===== config.mk =====
export PLATFORM = sky130hd
export DESIGN_NAME = bit_alias_translator
export DESIGN_NICKNAME = d
export VERILOG_FILES = /design/src/hw/bit_alias_pkg.sv /design/src/hw/bit_alias_translator.sv
export VERILOG_INCLUDE_DIRS = /design/src /design/src/hw
export SDC_FILE = /design/constraint.sdc
export NUM_CORES = 1
export LEC_CHECK = 0
export ABC_CLOCK_PERIOD_IN_PS = 4200
export BUFFER_PORTS_ARGS = -buffer_cell sky130_fd_sc_hd__clkbuf_2
export CAP_MARGIN = 20
export CELL_PAD_IN_SITES_DETAIL_PLACEMENT = 1
export CELL_PAD_IN_SITES_GLOBAL_PLACEMENT = 2
export CORE_MARGIN = 2
export CORE_UTILIZATION = 31
export DETAILED_ROUTE_END_ITERATION = 6
export GPL_TIMING_DRIVEN = 1
export HOLD_SLACK_MARGIN = 0.05
export PLACE_DENSITY = 0.91
export SETUP_SLACK_MARGIN = 0.15
export SYNTH_ARGS = -nofsm -noshare
export SYNTH_HDL_FRONTEND = slang
export SYNTH_SLANG_ARGS = --single-unit

===== constraint.sdc =====
create_clock -name clk_sys -period 4.2 [get_ports clk_sys]
set_input_delay 0 -clock clk_sys [delete_from_list [all_inputs] [get_ports clk_sys]]
set_output_delay 0 -clock clk_sys [all_outputs]
set_load 0.02 [all_outputs]

===== src/hw/bit_alias_regs.svh =====
// Purpose: Address map and field constants for the bit alias translator.
// Assumes: 32-bit byte addresses, word-aligned alias accesses.
// Notes:   Operation list below.
// Operation
// Low 1 MB of SRAM, 0x20000000-0x200FFFFF, is bit addressable.
// Low 1 MB of peripherals, 0x40000000-0x400FFFFF, is bit addressable.
// SRAM alias = 0x22000000 + 32*(A-0x20000000) + 4*n.
// Peripheral alias = 0x42000000 + 32*(A-0x40000000) + 4*n.
// Each region bit maps to one alias word; only its LSB matters.
// Alias address is turned back into region address and bit first.
// Alias read fetches word, shifts chosen bit to bit 0, returns it.
// Alias write shifts LSB to bit position, changes only that bit.
// The read-modify-write of an alias write is indivisible.
// Addresses outside alias windows pass through unchanged.
`ifndef BIT_ALIAS_REGS_SVH
`define BIT_ALIAS_REGS_SVH
`define SRAM_REGION_BASE  32'h2000_0000
`define SRAM_ALIAS_BASE   32'h2200_0000
`define PERI_REGION_BASE  32'h4000_0000
`define PERI_ALIAS_BASE   32'h4200_0000
`define ALIAS_SPAN_MASK   32'hFE00_0000
`define ALIAS_OFS_MSB     24
`define ALIAS_WORD_LSB    7
`define ALIAS_BIT_LSB     2
`endif


===== src/hw/bit_alias_pkg.sv =====
package bit_alias_pkg;
  typedef struct packed {
    logic        valid;
    logic        write;
    logic [31:0] addr;
    logic [31:0] wdata;
  } bus_req_t;
  typedef struct packed {
    logic        valid;
    logic [31:0] rdata;
  } bus_rsp_t;
endpackage


===== src/hw/bit_alias_translator.sv =====
// Purpose: Turns alias-window accesses into single-bit region operations.
// Assumes: Slave answers each request with one rsp.valid pulse, any delay.
// Notes:   One access in flight; master waits for m_rsp before next request.
`timescale 1ns/1ps
`include "bit_alias_regs.svh"
module bit_alias_translator
  import bit_alias_pkg::*;
(
  // Clock and reset
  input  wire logic     clk_sys,
  input  wire logic     rst_n,
  // Master side
  input  wire bus_req_t m_req,
  output bus_rsp_t      m_rsp,
  output logic          m_busy,
  // Slave side
  output bus_req_t      s_req,
  output logic          s_lock,
  input  wire bus_rsp_t s_rsp
);
  typedef enum logic [2:0] {IDLE, PASS, A_RD, RMW_RD, RMW_WR} state_t;
  state_t      state_q, state_d;
  bus_req_t    s_req_q;
  bus_rsp_t    m_rsp_q;
  logic        lock_q;
  logic [4:0]  bit_q;
  logic        bit_val_q;
  logic        busy_q;

  // Window decode
  // Both windows are 32 MB spans; the top seven address bits pick one
  wire logic in_sram = (m_req.addr & `ALIAS_SPAN_MASK) == `SRAM_ALIAS_BASE;
  wire logic in_peri = (m_req.addr & `ALIAS_SPAN_MASK) == `PERI_ALIAS_BASE;
  wire logic is_alias = in_sram | in_peri;
  wire logic [31:0] region_base = in_sram ? `SRAM_REGION_BASE
                                          : `PERI_REGION_BASE;
  // Alias offset / 32 gives byte offset; word-aligned, bit from [6:2]
  wire logic [17:0] word_idx =
    m_req.addr[`ALIAS_OFS_MSB:`ALIAS_WORD_LSB];
  wire logic [31:0] region_addr = region_base | {12'h000, word_idx, 2'h0};
  wire logic [4:0]  bit_sel = m_req.addr[6:`ALIAS_BIT_LSB];
  // A request during the answer pulse is dropped, so one access is in flight
  wire logic        take = (state_q == IDLE) && !busy_q && m_req.valid;
  // Final slave answer of an access; the master answer follows it
  wire logic        rsp_fire = s_rsp.valid && (state_q == PASS
                               || state_q == A_RD || state_q == RMW_WR);
  wire logic [31:0] rd_bit = {31'h0000_0000, s_rsp.rdata[bit_q]};
  wire logic [31:0] set_mask = 32'h0000_0001 << bit_q;
  wire logic [31:0] mod_word = bit_val_q ? (s_rsp.rdata | set_mask)
                                         : (s_rsp.rdata & ~set_mask);

  // Sequencer: the write leg of an alias write never leaves the locked
  // pair of states, so no other master slips in between read and write
  always_comb begin
    state_d = state_q;
    case (state_q)
      IDLE: begin
        if (take) begin
          if (!is_alias) state_d = PASS;
          else if (m_req.write) state_d = RMW_RD;
          else state_d = A_RD;
        end
      end
      PASS:   if (s_rsp.valid) state_d = IDLE;
      A_RD:   if (s_rsp.valid) state_d = IDLE;
      RMW_RD: if (s_rsp.valid) state_d = RMW_WR;
      RMW_WR: if (s_rsp.valid) state_d = IDLE;
      default: state_d = IDLE;
    endcase
  end

  always_ff @(posedge clk_sys or negedge rst_n) begin
    if (!rst_n) begin
      state_q   <= IDLE;
      s_req_q   <= '0;
      m_rsp_q   <= '0;
      lock_q    <= 1'b0;
      bit_q     <= 5'h00;
      bit_val_q <= 1'b0;
      busy_q    <= 1'b0;
    end else begin
      state_q       <= state_d;
      busy_q        <= (state_d != IDLE) || rsp_fire;
      s_req_q.valid <= 1'b0;
      m_rsp_q       <= '0;
      if (take) begin
        s_req_q.valid <= 1'b1;
        bit_q         <= bit_sel;
        bit_val_q     <= m_req.wdata[0];
        if (!is_alias) begin
          s_req_q.write <= m_req.write;
          s_req_q.addr  <= m_req.addr;
          s_req_q.wdata <= m_req.wdata;
        end else begin
          s_req_q.write <= 1'b0;
          s_req_q.addr  <= region_addr;
          s_req_q.wdata <= 32'h0000_0000;
          lock_q        <= m_req.write;
        end
      end
      if (s_rsp.valid) begin
        case (state_q)
          PASS:   m_rsp_q <= s_rsp;
          A_RD:   m_rsp_q <= '{valid: 1'b1, rdata: rd_bit};
          RMW_RD: begin
            s_req_q.valid <= 1'b1;
            s_req_q.write <= 1'b1;
            s_req_q.wdata <= mod_word;
          end
          RMW_WR: begin
            lock_q  <= 1'b0;
            m_rsp_q <= '{valid: 1'b1, rdata: 32'h0000_0000};
          end
          default: ;
        endcase
      end
    end
  end

  assign s_req  = s_req_q;
  assign m_rsp  = m_rsp_q;
  assign s_lock = lock_q;
  assign m_busy = busy_q;
endmodule


# == Word level (Yosys, flattened, before mapping) ==
# Index checks and enable logic that the tools add are counted.
# totals
output_inout_bits,101
reg_bits,110
# classes
n_lt_le_gt_ge,1
shifts,1
n_reduce_logical,10
bitwise,5
n_eq_ne,6
n_mux,22
# ops
operator,count
$pmux 33 s3,1
$mux 32,3
$mux 66,1
$mux 65,1
$mux 33,1
$and 32x32->32,1
$not 32->32,1
$or 32x32->32,1
$shl 1x5->32 const A,1
$mux 31,1
$or 31x20->31,1
$mux 3,3
$pmux 3 s3,1
$eq 7x5->1 const B,1
$eq 7x6->1 const B,1
$eq 3x2->1 const B,2
$lt 5x6->1 const B,1
$mux 1,6
$mux 2,3
$bmux 1 s5,1
$eq 3x1->1 const B,1
$eq 3x3->1 const B,1
$logic_and 1x1->1,3
$logic_not 3->1,1
other kinds (5),7

# == Logic depth before layout (Yosys ltp) ==
# depth
depth_word,7
ltp_mapped,8
mapped_depth_nobuf,4

# == Least setup slack after synthesis ==
# OpenSTA, ideal clock, no wires.
# synth_path
kind,reg2reg
start,register bit_q[0]
end,"register m_rsp_q, in the netlist m_rsp[0]"
path_slack_ns,2.618
path_buffers,1
required_ns,4.069
stages_incl_launch_ff,6
setup_time_ns,0.131
arrival_time_ns,1.451
cell_sequence,dfrtp_1 -> buf_6 -> mux4_2 -> or3b_1 -> a31oi_1 -> a32oi_1
# synth_via
elab_chain_len,4
# synth_lines
element,line,text
from (decl),bit_alias_translator.sv:26,logic [4:0] bit_q;
from (signal assigned),bit_alias_translator.sv:88,bit_q <= bit_sel;
$bmux 1 s5,bit_alias_translator.sv:47,"wire logic [31:0] rd_bit = {31'h0000_0000, s_rsp.rdata[bit_q]};"
$mux 1 (implied by the code),bit_alias_translator.sv:47,
$pmux 33 s3,bit_alias_translator.sv:102,case (state_q)
$mux 33,bit_alias_translator.sv:101,if (s_rsp.valid) begin
to (signal assigned),bit_alias_translator.sv:103,PASS: m_rsp_q <= s_rsp;
to (signal assigned),bit_alias_translator.sv:104,"A_RD: m_rsp_q <= '{valid: 1'b1, rdata: rd_bit};"
to (signal assigned),bit_alias_translator.sv:112,"m_rsp_q <= '{valid: 1'b1, rdata: 32'h0000_0000};"
to (decl),bit_alias_translator.sv:24,bus_rsp_t m_rsp_q;
# Every way passes these cells. The select of a mux whose other input is x is not followed.
# A chain may end at the register's enable or synchronous reset.

# == Worst setup path after layout ==
# layout_path
start,input port m_req[59] (netlist name)
end,"register s_req_q, in the netlist s_req[39]"
# layout_via
elab_chain_len,3
# layout_lines
element,line,text
from (decl),bit_alias_translator.sv:13,"input wire bus_req_t m_req,"
$eq 7x5->1 (no source line) / $eq 7x6->1 (equally long branches),n/a,
$or 1x1->1 (*),bit_alias_translator.sv:34,wire logic is_alias = in_sram | in_peri;
$mux 65 (*),bit_alias_translator.sv:90,if (!is_alias) begin
to (decl),bit_alias_translator.sv:23,bus_req_t s_req_q;
# Mark *: on every way between the ends. The rest lies on a longest branch, timed or not.

==> metrics <==
status=completed; #FFs+latches synth=110; CTS Root Cell=clkbuf_16; RSZ-0062 raised after global routing=no; Row Count=47; multi-input logic area=2250 um2; VDD IR max=between 0.3 and 0.4 mV; Switching Fraction=0.432; Setup Buffers After CTS=0; drt via density=5.17; Pint=2750 uW; Mapped Cells=539; Sink Count=110; Crit. End Element=flop; die area=roughly 18000 um2; setup TNS=0 ps; synthesized area=between 5000 and 6000 um2; Initial Util=0.317; clock network power share=0.184; global-route wire length before repair=33.1 mm; Crit path buffers/inverters=3; arrival time worst endpoint=slightly above 3000 ps; nets@finish=910; io pins=202; Critical Path Fanout Max=27; # hold bufs at CTS=roughly 100; maximum number of pins on one net before global-route repair=71; HPWL after DPL=14.5 mm; Worst setup SP type=input port; CTS tree=built; Reg clk slew, reported paths=around 70 ps; prevailing post-synth register cell=dfrtp_1; # DRC=0; worst-path cell with the longest stage delay=nand3_1; placed insts=916; Filler cells=1936; post-route insts no fill=1034; Synth Area in Adders=0; RD Place Congestion=0.866; mux contribution to synthesized area=0.0345; Slew @ Worst Pin=1090 ps; die height=134 um; compound-gate portion of the synthesized area=0.165; sequential power share=0.384; cell mode on critical path=dlygate4sd3_1; Synth cell types=46; area share of xor/xnor cells in the synthesized design=0.00500; port buffer count=201; core box area=16600 um2; initial antenna violation count=0; Leakage=around 0.0037 uW; Area Overhead vs Synth=45.9%; share of cells above drive strength 1=0.285; GRT Residual Overflow=0; post-synthesis simple-gate area fraction=0.224; total track usage=0.239; Worst EP required=~4400 ps; DR WL/cell=20.7 um; TritonRoute pass-1 iters=6; Yosys warnings=0; DRT antenna net count=0; Layout Skew=8.60 ps; DR iter-0 viols=240; CTS resizes=0; power per standard cell area=around 630 nW/um2; combinational family with the most area after synthesis=simple AND/OR/NAND/NOR gates; fin crit period=2800 ps; Via Count=5344; CP Class=input port to flop; sequential-to-total area share from yosys stat=0.524; Post-synth EDFFs=0; final hold vios=0; Syn Area/Cell=9.74 um2; Setup violations, final=0; FFs w/ async S/R, synth=1.00; Psw=2090 uW; syn_nets=640; CTS max path bufs=2; FF+latch area=around 2800 um2; number of global-route vias before repair=~5900; Slew Viols, Final=0; Max Freq=358 MHz; H-tree levels=3; clock latency on the worst-skew pair=350 ps; critical path, cell by cell=dlygate4sd3_1, clkbuf_2, nor4_1, nand3_1, nand2_1, a31oi_1, dlygate4sd3_1; total CTS buffers=9; Crit path max-delay family=simple AND/OR/NAND/NOR gates; combinational power share=0.432; ant diodes=0; Crit path largest cell delay=870 ps; Hold Path Class=input port to flop; MaxCap Viol Count=0; Worst slew margin=0.272; period utilisation layout=0.666; Die Width=134 um; minimum hold slack=144 ps; final WL=between 20 and 25 mm
registers in the layout, indices dropped and copies added, names as in the netlist:
name       flops
m_busy         1
s_req         66
m_rsp         33
s_lock         1
bit_val_q      1
bit_q          5
state_q        3
cell usage in the layout (no fill, tap or decap), types with 5 or more instances in the layout:
master | netlist | layout
nor2_1 | 24 | 24
a21oi_1 | 33 | 33
nor3_1 | 16 | 16
clkbuf_16 | 0 | 10
a221o_1 | 26 | 26
dlygate4sd3_1 | 0 | 101
buf_4 | 3 | 5
nand3b_1 | 6 | 6
clkbuf_2 | 2 | 200
dfrtp_1 | 110 | 110
o21ai_0 | 37 | 37
and3_1 | 10 | 9
nand3_1 | 38 | 38
a31oi_1 | 20 | 20
mux2i_1 | 8 | 8
and2_1 | 31 | 31
nand2_1 | 82 | 82
a22o_1 | 8 | 8
synth_stat cells (all sizes together) (2+ instances only):
| cell type | instances | area (um2) |
|---|---|---|
| dfrtp | 110 | 2750 |
| nand2 | 82 | 308 |
| nand3 | 38 | 190 |
| o21ai | 37 | 185 |
| a21oi | 33 | 165 |
| and2 | 32 | 200 |
| buf | 30 | 175 |
| nor2 | 27 | 119 |
| a221o | 26 | 260 |
| a31oi | 20 | 125 |
| clkbuf | 18 | 70.1 |
| nor3 | 16 | 80.1 |
| and3 | 10 | 62.6 |
| a22o | 8 | 70.1 |
| mux2i | 8 | 80.1 |
| nand3b | 6 | 45.0 |
| and3b | 4 | 35.0 |
| mux4 | 4 | 90.1 |
| nor2b | 4 | 27.5 |
| or3b | 4 | 35.0 |
| nor3b | 3 | 27.5 |
| xor2 | 3 | 26.3 |
| nand2b | 2 | 12.5 |
kinds of logic after synthesis:
group	after synthesis
simple gates	233
flops	110
mux	13
buf+inv	49
compound gates	131
xor+xnor	3
worst paths after layout:
kind / from / endpoint / slack (ps) / cells past startpoint
worst max register to register: bit_q[1]$_DFFE_PN0N_ / s_req[3]$_DFF_PN0_ / 1860 / 4
max in group asynchronous: rst_n / s_req[27]$_DFF_PN0_ / 2800 / 3
worst max-delay path: m_req[59] / s_req[39]$_DFFE_PN0N_ / 1400 / 7
min in group asynchronous: rst_n / s_req[19]$_DFF_PN0_ / 310 / 2
worst min-delay path: s_rsp[0] / m_rsp[0]$_DFF_PN0_ / 140 / 5
worst min register to register: s_req[58]$_DFFE_PN0N_ / s_req[58]$_DFFE_PN0N_ / 490 / 2
layout make-up:
type / instances / share of cell area
multi-input cells: 380 / 0.294
well taps: 220 / 0.0359
repair buffers: 307 / 0.271
inverters: 1 / 0.000490
clock inverters: 3 / 0.00555
flip-flops and latches: 110 / 0.359
clock buffers: 13 / 0.0340
layer usage:
layer,vias to the layer above,global-route usage,wire [um]
li1,2457,-,-
met1,2651,0.289,8810
met2,207,0.430,10800
met3,29,0.0431,1250
met4,0,0.0766,517
met5,-,0,0
worst reg2reg max path, cell delays in order, from the launching register on:
cell and delay [ps]:
dfrtp_1 1050, nand3b_1 300, o21ai_0 470, a21oi_1 130, a221o_1 290
metrics by stage:
step | power, uW | utilization | area (um2) | setup slack (ps)
after CTS | 4840 | 0.460 | 7630 | 1410
after detailed placement | 3850 | 0.381 | 6320 | 1890
after global placement | 3760 | 0.381 | 6320 | 1970
after floorplan | 3120 | - | 5250 | 2620
final | 4840 | 0.462 | 7660 | 1400
after global routing | 5140 | 0.462 | 7660 | 1210
power by group through the flow:
| stage | sequential [uW] | clock [uW] | combinational, uW |
|---|---|---|---|
| final | 1860 | 892 | 2090 |
| after global routing | 1930 | 948 | 2260 |
| after CTS | 1850 | 905 | 2090 |
| after detailed placement | 1870 | 0 | 1990 |
| after global placement | 1830 | 0 | 1930 |
| after floorplan | 2080 | 0 | 1030 |
(Power assumes the default switching activity.)
